`config.mk`:
```
export PLATFORM = sky130hd
export DESIGN_NAME = crb_regs
export DESIGN_NICKNAME = d
export VERILOG_FILES = /design/src/core/crb_pkg.sv /design/src/core/crb_clk_div.sv /design/src/core/crb_boot.sv /design/src/core/crb_regs.sv
export SDC_FILE = /design/constraint.sdc
export NUM_CORES = 1
export LEC_CHECK = 0
export ABC_AREA = 0
export BUFFER_PORTS_ARGS = -buffer_cell sky130_fd_sc_hd__buf_2
export CORE_MARGIN = 2
export CORE_UTILIZATION = 53
export DETAILED_ROUTE_END_ITERATION = 10
export GPL_TIMING_DRIVEN = 0
export PLACE_DENSITY = 0.85
export SLEW_MARGIN = 0
export SYNTH_ARGS = -nofsm -noshare
export SYNTH_HDL_FRONTEND = slang
export SYNTH_HIERARCHICAL = 1
export SYNTH_SLANG_ARGS = --single-unit
```
`constraint.sdc`:
```
create_clock -name sys_clk -period 21 [get_ports sys_clk]
set_input_delay 1.05 -clock sys_clk [delete_from_list [all_inputs] [get_ports sys_clk]]
set_output_delay 1.05 -clock sys_clk [all_outputs]
set_load 0.01 [all_outputs]
```
`src/core/crb_pkg.sv`:
```
// Package with register map, field layout and timing constants for the clock, reset and boot block
package crb_pkg;
    // ==================================================
    // Register offsets
    localparam logic [15:0] CRB_ADDR_DEMOD_CTRL = 16'h002a;
    localparam logic [15:0] CRB_ADDR_CLK_DIV = 16'h002b;
    localparam logic [15:0] CRB_ADDR_PIN_OUT = 16'h002c;
    localparam logic [15:0] CRB_ADDR_CORE_RST = 16'h002d;
    localparam logic [15:0] CRB_ADDR_CHECKSUM = 16'h002e;
    localparam logic [15:0] CRB_ADDR_BOOT_STAT = 16'h002f;
    localparam logic [15:0] CRB_ADDR_COEF_FIRST = 16'h0010;
    localparam logic [15:0] CRB_ADDR_COEF_LAST = 16'h0027;
    localparam int CRB_NUM_COEF = 24;
    // ==================================================
    // Field positions
    localparam int CRB_IN_DIV_LSB = 2;
    localparam int CRB_IN_DIV_MSB = 4;
    localparam int CRB_REF_DIV_LSB = 0;
    localparam int CRB_REF_DIV_MSB = 1;
    localparam int CRB_PAD_EN_BIT = 0;
    localparam int CRB_CORE_RST_BIT = 0;
    localparam int CRB_STAT_FAIL_BIT = 2;
    localparam int CRB_STAT_PASS_BIT = 1;
    localparam int CRB_STAT_DONE_BIT = 0;
    localparam int CRB_PIN_SEL_BIT = 3;
    // ==================================================
    // Reset values
    localparam logic [7:0] CRB_RST_DEMOD = 8'h18;
    localparam logic [7:0] CRB_RST_CLK_DIV = 8'h02;
    localparam logic [7:0] CRB_RST_PIN_OUT = 8'h01;
    localparam logic [7:0] CRB_RST_CORE = 8'h00;
    localparam logic [7:0] CRB_READ_ZERO = 8'h00;
    // ==================================================
    // Divider codes
    localparam logic [2:0] CRB_IN_DIV_1 = 3'h0;
    localparam logic [2:0] CRB_IN_DIV_16 = 3'h1;
    localparam logic [2:0] CRB_IN_DIV_64 = 3'h2;
    localparam logic [2:0] CRB_IN_DIV_256 = 3'h4;
    localparam logic [1:0] CRB_REF_DIV_4 = 2'h1;
    localparam logic [1:0] CRB_REF_DIV_8 = 2'h2;
    localparam logic [8:0] CRB_CNT_1 = 9'h001;
    localparam logic [8:0] CRB_CNT_16 = 9'h010;
    localparam logic [8:0] CRB_CNT_64 = 9'h040;
    localparam logic [8:0] CRB_CNT_256 = 9'h100;
    localparam logic [3:0] CRB_HALF_4 = 4'h2;
    localparam logic [3:0] CRB_HALF_8 = 4'h4;
    // ==================================================
    // Boot timing
    localparam int CRB_BOOT_WAIT_CYCLES = 10000;
    localparam int CRB_BOOT_BYTES = 48;
    // ==================================================
    // Boot states
    typedef enum logic [1:0] {
        CRB_BOOT_IDLE,
        CRB_BOOT_DATA,
        CRB_BOOT_SUM,
        CRB_BOOT_END
    } crb_boot_e;
endpackage : crb_pkg

```
`src/core/crb_clk_div.sv`:
```
// Input clock and reference clock dividers
module crb_clk_div
    import crb_pkg::*;
(
    input wire logic sys_clk,
    input wire logic reset,
    input wire logic core_hold,
    input wire logic [2:0] input_clock_divider,
    input wire logic [1:0] ref_div,
    output logic sample_in_tick,
    output logic sample_out_tick,
    output logic ref_clk
);
    typedef struct packed {
        logic [8:0] in_cnt;
        logic [3:0] ref_cnt;
        logic tick;
        logic ref_q;
    } crb_div_s;

    crb_div_s st;
    crb_div_s next_st;
    logic [8:0] in_limit;
    logic [3:0] half;

    // ==================================================
    // Division decode
    function automatic logic [8:0] in_count(input logic [2:0] code);
        case (code)
            CRB_IN_DIV_16: in_count = CRB_CNT_16;
            CRB_IN_DIV_64: in_count = CRB_CNT_64;
            CRB_IN_DIV_256: in_count = CRB_CNT_256;
            default: in_count = CRB_CNT_1;
        endcase
    endfunction : in_count

    always_comb begin
        in_limit = in_count(input_clock_divider); // RULE_01
        half = (ref_div == CRB_REF_DIV_4) ? CRB_HALF_4 : CRB_HALF_8; // RULE_02
        next_st = st;
        next_st.tick = 1'b0;
        if (core_hold) begin // RULE_04
            next_st.in_cnt = '0;
            next_st.ref_cnt = '0;
            next_st.ref_q = 1'b0;
        end else begin
            if (st.in_cnt + 9'h001 >= in_limit) begin
                next_st.in_cnt = '0;
                next_st.tick = 1'b1;
            end else begin
                next_st.in_cnt = st.in_cnt + 9'h001;
            end
            if (st.tick) begin
                if (st.ref_cnt + 4'h1 >= half) begin
                    next_st.ref_cnt = '0;
                    next_st.ref_q = ~st.ref_q;
                end else begin
                    next_st.ref_cnt = st.ref_cnt + 4'h1;
                end
            end
        end
    end

    always_ff @(posedge sys_clk or posedge reset) begin
        if (reset) begin
            st <= '0;
        end else begin
            st <= next_st;
        end
    end

    assign sample_in_tick = st.tick;
    assign sample_out_tick = st.tick;
    assign ref_clk = st.ref_q;
endmodule : crb_clk_div

```
`src/core/crb_boot.sv`:
```
// Boot sequencer computing the EEPROM checksum and status flags
module crb_boot
    import crb_pkg::*;
(
    input wire logic sys_clk,
    input wire logic reset,
    input wire logic boot_start,
    input wire logic ee_valid,
    input wire logic [7:0] ee_data,
    output logic [7:0] checksum,
    output logic sum_fail,
    output logic sum_pass,
    output logic boot_done,
    output logic booting
);
    typedef struct packed {
        crb_boot_e state;
        logic [7:0] sum;
        logic [5:0] count;
        logic [13:0] timer;
        logic fail;
        logic pass;
        logic done;
    } crb_bt_s;

    crb_bt_s st;
    crb_bt_s next_st;

    always_comb begin
        next_st = st;
        case (st.state)
            CRB_BOOT_IDLE: begin
                if (boot_start) begin
                    next_st.state = CRB_BOOT_DATA;
                    next_st.sum = '0;
                    next_st.count = '0;
                    next_st.timer = '0;
                    next_st.fail = 1'b0;
                    next_st.pass = 1'b0;
                    next_st.done = 1'b0;
                end
            end
            CRB_BOOT_DATA: begin
                next_st.timer = st.timer + 14'h0001;
                if (ee_valid) begin
                    next_st.sum = st.sum + ee_data; // RULE_13 RULE_06
                    if (st.count == 6'(CRB_BOOT_BYTES - 1)) begin
                        next_st.state = CRB_BOOT_SUM;
                    end else begin
                        next_st.count = st.count + 6'h01;
                    end
                end
                if (st.timer == 14'(CRB_BOOT_WAIT_CYCLES - 1)) begin
                    next_st.state = CRB_BOOT_END; // RULE_09
                end
            end
            CRB_BOOT_SUM: begin
                next_st.timer = st.timer + 14'h0001;
                if (ee_valid) begin
                    next_st.fail = (ee_data != st.sum); // RULE_07
                    next_st.pass = (ee_data == st.sum); // RULE_08
                    next_st.done = 1'b1; // RULE_09
                    next_st.state = CRB_BOOT_END;
                end else if (st.timer == 14'(CRB_BOOT_WAIT_CYCLES - 1)) begin
                    next_st.state = CRB_BOOT_END;
                end
            end
            CRB_BOOT_END: begin
                next_st.state = CRB_BOOT_END;
            end
            default: begin
                next_st.state = CRB_BOOT_IDLE;
            end
        endcase
    end

    always_ff @(posedge sys_clk or posedge reset) begin
        if (reset) begin
            st <= '0;
        end else begin
            st <= next_st;
        end
    end

    assign checksum = st.sum;
    assign sum_fail = st.fail;
    assign sum_pass = st.pass;
    assign boot_done = st.done;
    assign booting = (st.state == CRB_BOOT_DATA) || (st.state == CRB_BOOT_SUM);
endmodule : crb_boot

```
`src/core/crb_regs.sv`:
```
// Clock, pin, core reset and boot status register bank
// Function
// [RULE_01] Input clock divided by 1, 16, 64 or 256 from field [4:2], default 000.
// [RULE_02] Reference clock is output rate over 4 or 8 from field [1:0], default 10.
// [RULE_03] Shared output pad driven only while pad enable bit is 1, reset 1.
// [RULE_04] Core reset bit holds core in reset, registers keep their values.
// [RULE_05] Setting or clearing core reset never starts an EEPROM load.
// [RULE_06] Eight-bit checksum over boot EEPROM bytes readable in checksum register.
// [RULE_07] Status bit 2 set when computed checksum differs from stored byte.
// [RULE_08] Status bit 1 set when computed checksum matches stored byte.
// [RULE_09] Status bit 0 is 1 after boot completes, 0 on timeout.
// [RULE_10] Host waits 10,000 clocks after boot start before reading completion bit.
// [RULE_11] Default coefficients loaded at reset; coefficient reads return zero.
// [RULE_12] Pin select 0 routes serial data out, 1 routes reference clock.
// [RULE_13] Checksum is modulo-256 sum of data bytes, excluding stored checksum.
module crb_regs
    import crb_pkg::*;
(
    input wire logic sys_clk,
    input wire logic reset,
    input wire logic reg_wr,
    input wire logic reg_rd,
    input wire logic [15:0] reg_addr,
    input wire logic [7:0] reg_wdata,
    output logic [7:0] reg_rdata,
    input wire logic boot_start,
    input wire logic ee_valid,
    input wire logic [7:0] ee_data,
    input wire logic serial_data_out,
    output logic shared_pad_out,
    output logic shared_pad_drive_enable_n,
    output logic core_reset,
    output logic sample_in_tick,
    output logic [7:0] coef_out [CRB_NUM_COEF]
);
    // ==================================================
    // State
    typedef struct packed {
        logic [7:0] demod;
        logic [7:0] clk_div;
        logic [7:0] pin_out;
        logic [7:0] core;
        logic [7:0] rdata;
        logic pad;
        logic pad_oe_n;
        logic core_rst;
        logic in_tick;
    } crb_reg_s;

    crb_reg_s st;
    crb_reg_s next_st;
    logic [7:0] coef [CRB_NUM_COEF];
    logic [7:0] checksum;
    logic sum_fail;
    logic sum_pass;
    logic boot_done;
    logic tick_in;
    logic ref_clk;

    // ==================================================
    // Default coefficient table
    localparam logic [7:0] CRB_COEF_DEF [CRB_NUM_COEF] = '{
        8'h00, 8'h00, 8'h00, 8'h00, 8'h00, 8'h00, 8'h00, 8'h00,
        8'h00, 8'h00, 8'h97, 8'h7e, 8'h88, 8'hc0, 8'h0f, 8'hc0,
        8'h0f, 8'hc0, 8'h0f, 8'h00, 8'he0, 8'h23, 8'h02, 8'h24
    };

    function automatic logic is_coef(input logic [15:0] a);
        is_coef = (a >= CRB_ADDR_COEF_FIRST) && (a <= CRB_ADDR_COEF_LAST);
    endfunction : is_coef

    // ==================================================
    // Sub blocks
    crb_clk_div u_div (
        .sys_clk(sys_clk),
        .reset(reset),
        .core_hold(st.core_rst),
        .input_clock_divider(st.clk_div[CRB_IN_DIV_MSB:CRB_IN_DIV_LSB]),
        .ref_div(st.clk_div[CRB_REF_DIV_MSB:CRB_REF_DIV_LSB]),
        .sample_in_tick(tick_in),
        .sample_out_tick(),
        .ref_clk(ref_clk)
    );

    // Boot start comes only from its own input, never from core reset
    crb_boot u_boot (
        .sys_clk(sys_clk),
        .reset(reset),
        .boot_start(boot_start), // RULE_05
        .ee_valid(ee_valid),
        .ee_data(ee_data),
        .checksum(checksum),
        .sum_fail(sum_fail),
        .sum_pass(sum_pass),
        .boot_done(boot_done),
        .booting()
    );

    // ==================================================
    // Coefficient store
    genvar gi;
    generate
        for (gi = 0; gi < CRB_NUM_COEF; gi++) begin : g_coef
            always_ff @(posedge sys_clk or posedge reset) begin
                if (reset) begin
                    coef[gi] <= CRB_COEF_DEF[gi]; // RULE_11
                end else if (reg_wr && reg_addr == CRB_ADDR_COEF_FIRST + 16'(gi)) begin
                    coef[gi] <= reg_wdata;
                end
            end
            assign coef_out[gi] = coef[gi];
        end
    endgenerate

    // ==================================================
    // Register and pad logic
    always_comb begin
        next_st = st;
        if (reg_wr) begin
            case (reg_addr)
                CRB_ADDR_DEMOD_CTRL: next_st.demod = reg_wdata;
                CRB_ADDR_CLK_DIV: next_st.clk_div = reg_wdata; // RULE_01 RULE_02
                CRB_ADDR_PIN_OUT: next_st.pin_out = reg_wdata;
                CRB_ADDR_CORE_RST: next_st.core = reg_wdata;
                default: next_st.demod = st.demod;
            endcase
        end
        next_st.rdata = st.rdata;
        if (reg_rd) begin
            if (is_coef(reg_addr)) begin
                next_st.rdata = CRB_READ_ZERO; // RULE_11
            end else begin
                case (reg_addr)
                    CRB_ADDR_DEMOD_CTRL: next_st.rdata = st.demod;
                    CRB_ADDR_CLK_DIV: next_st.rdata = st.clk_div;
                    CRB_ADDR_PIN_OUT: next_st.rdata = st.pin_out;
                    CRB_ADDR_CORE_RST: next_st.rdata = st.core;
                    CRB_ADDR_CHECKSUM: next_st.rdata = checksum; // RULE_06
                    CRB_ADDR_BOOT_STAT: begin
                        next_st.rdata = CRB_READ_ZERO;
                        next_st.rdata[CRB_STAT_FAIL_BIT] = sum_fail; // RULE_07
                        next_st.rdata[CRB_STAT_PASS_BIT] = sum_pass; // RULE_08
                        next_st.rdata[CRB_STAT_DONE_BIT] = boot_done; // RULE_09
                    end
                    default: next_st.rdata = CRB_READ_ZERO;
                endcase
            end
        end
        next_st.core_rst = st.core[CRB_CORE_RST_BIT]; // RULE_04
        next_st.pad = st.demod[CRB_PIN_SEL_BIT] ? ref_clk : serial_data_out; // RULE_12
        next_st.pad_oe_n = ~st.pin_out[CRB_PAD_EN_BIT]; // RULE_03
        next_st.in_tick = tick_in;
    end

    always_ff @(posedge sys_clk or posedge reset) begin
        if (reset) begin
            st.demod <= CRB_RST_DEMOD;
            st.clk_div <= CRB_RST_CLK_DIV;
            st.pin_out <= CRB_RST_PIN_OUT;
            st.core <= CRB_RST_CORE;
            st.rdata <= CRB_READ_ZERO;
            st.pad <= 1'b0;
            st.pad_oe_n <= 1'b0;
            st.core_rst <= 1'b0;
            st.in_tick <= 1'b0;
        end else begin
            st <= next_st;
        end
    end

    assign reg_rdata = st.rdata;
    assign shared_pad_out = st.pad;
    assign shared_pad_drive_enable_n = st.pad_oe_n;
    assign core_reset = st.core_rst;
    assign sample_in_tick = st.in_tick;
endmodule : crb_regs

```
==> results by group <==
Die
  • Die height: 159 um
  • Num ports: 243
  • Initial Util: 54.1%
  • Core area: 0.0235 mm^2
  • Die X: 159 um
  • Die ar.: 0.0253 mm^2
  • Placement row count: 56

Worst setup path
  • Critical path arrival: 3.53 ns
  • Cell depth of the worst flop-to-flop path: 10
  • Endpoint required time on the critical path: 21.43 ns
  • Critical path launch point type: primary input
  • Worst setup path class: in2reg
  • Crit Path Max Fanout: 10
  • Crit end category: register

Clock network
  • Clk slew on worst S/H paths: 0.06 ns
  • Clk buf depth: 3
  • Htree depth: 1
  • Clock root cell: clkbuf_16
  • Worst-Skew Late Latency: 0.56 ns
  • Resized cells post-CTS: 0
  • Num CTS Buffers: 30
  • CTS Hold Bufs: 0
  • Sink Count: 284
  • CTS tree: built
  • Postcts setup bufs: 0

Yosys
  • Post-synthesis net count: 1015
  • Ys Warns: 6
  • Mapped cell area: 0.0127 mm^2
  • Cell count after synthesis: 953
  • Post-Synthesis Mean Instance Area: 13.4 um^2

STA
  • Final setup TNS: 0 ns
  • Clk_skew: 0.0160 ns
  • Final Hold Viols: 0
  • Final setup viols: 0
  • Final Max Tran Viols: 0
  • Tmin final: 3.10 ns
  • Slew @ Worst Pin: 0.879 ns
  • Final cycle utilization of the critical path: 14.8%
  • FMAX: 322 MHz
  • Unrepaired setup endpoints after global routing: false
  • Slew headroom: 41.4%

Global route
  • Initial antenna violation count: 7
  • Vias in the first global route: 9189
  • Wire length of the first global-routing pass: 50600 um
  • Largest net degree at the start of global routing: 127
  • GRT overflow: 0
  • Global Route Usage Sum: 25.1%

Routing
  • 1st-pass router iterations: 6
  • Post-route DRC violation count: 0
  • Initial drt markers: 493
  • Vias per inst: 5.61
  • Vias post-DR: 8792
  • Total detailed-routing wirelength: 32100 um
  • Final ANT Viol Nets: 0
  • Drt wl/cell: 20.5 um

Placement
  • DP Wirelength: 22600 um
  • Post-Place Cells: 1505
  • Routability Congestion: 0.867
  • Buffers on Ports: 232

Finish
  • Commonest non-fill, non-tap cell in the layout: dfrtp_1
  • Nets: 1280
  • Fillers: 1723
  • Area Overhead vs Synth: 21.0%
  • Share of cells above drive strength 1: 50.0%
  • Non-Filler Instances: 1567
  • Most frequent cells in the layout: dfrtp_1 (240), buf_2 (234), mux2_2 (226)

Power
  • Comb pwr share: 5.1%
  • Pwr Total: 0.00118 W
  • Switch share: 22.3%
  • Psw: 0.000263 W
  • Pint: 0.000916 W
  • Peak supply drop: 0.0758 mV
  • Sequential fraction of design power: 47.2%
  • PD cells: 76.4 mW/mm^2
  • Clock share of power: 47.6%
  • P_leak: 7.95 nW

Run status
  • Outcome: finished, final reports clean

Worst hold path
  • Worst Hold Class: reg2reg
  • Min-Delay Path Depth: 0

Job
  • Max_cap viols: 0
==> metrics by stage <==
stage | hold WS [ns] | util [%] | setup WS (ns) | cell area [um^2]
after floorplan | 0.364 | - | 13.55 | 12700
after detailed placement | 0.418 | 60.9 | 17.40 | 14300
after global placement | 0.413 | 60.8 | 11.19 | 14300
after global routing | 0.448 | 65.5 | 17.74 | 15400
after CTS | 0.445 | 65.5 | 17.95 | 15400
final | 0.443 | 65.5 | 17.90 | 15400
==> area by class of cell <==
class | count | area, um^2 | area share, %
Antenna cell | 6 | 15.0 | 0.0973
Buffer | 66 | 352 | 2.28
Clock buffer | 44 | 893 | 5.79
Clock inverter | 12 | 179 | 1.16
Inverter | 18 | 75.1 | 0.487
Multi-Input combinational cell | 585 | 5160 | 33.5
Sequential cell | 284 | 7160 | 46.4
Tap cell | 319 | 399 | 2.59
Timing Repair Buffer | 233 | 1190 | 7.70
==> critical path: stages <==
cell	delay [ns]
buf_2	0.10
or4_4	0.56
buf_4	0.19
nor4_1	0.64
nand3b_1	0.55
mux2_2	0.44
==> power by group through the flow <==
stage                     Clock, W  Combinational (W)  Sequential (W)
final                     0.000562          0.0000603        0.000557
after CTS                 0.000569          0.0000610        0.000557
after detailed placement         0          0.0000607        0.000567
after global placement           0          0.0000570        0.000566
after global routing      0.000589          0.0000675        0.000558
after floorplan                  0          0.0000404        0.000566
==> metal layers <==
| layer | wire (um) | part of all wire, % | global-route usage [%] |
|---|---|---|---|
| met1 | 13200 | 41 | 31.5 |
| met4 | 1060 | 3.3 | 8.68 |
| met3 | 2030 | 6.3 | 5.76 |
| met2 | 15800 | 49 | 43.0 |
| met5 | 28 | 0.087 | 0 |
==> state kept, by name, summed over array words and instances (netlist names), 8 cells and up <==
name / count
coef_out: 192
st: 31
u_boot/st: 22
u_div/st: 13
reg_rdata: 8
u_boot/checksum: 8
==> worst paths after layout <==
kind                                    from              endpoint  slack, ns
worst max-delay path            reg_addr[13]          coef_out[96]      17.90
worst min-delay path              next_st[1]            core_reset       0.44
worst max register to register   u_div/st[6]  u_div/sample_in_tick      18.33
worst min register to register    next_st[1]            core_reset       0.44
max in group asynchronous              reset         coef_out[113]      19.26
min in group asynchronous              reset           u_div/st[3]       0.62
Note: power is estimated with default switching activity, not from simulation.
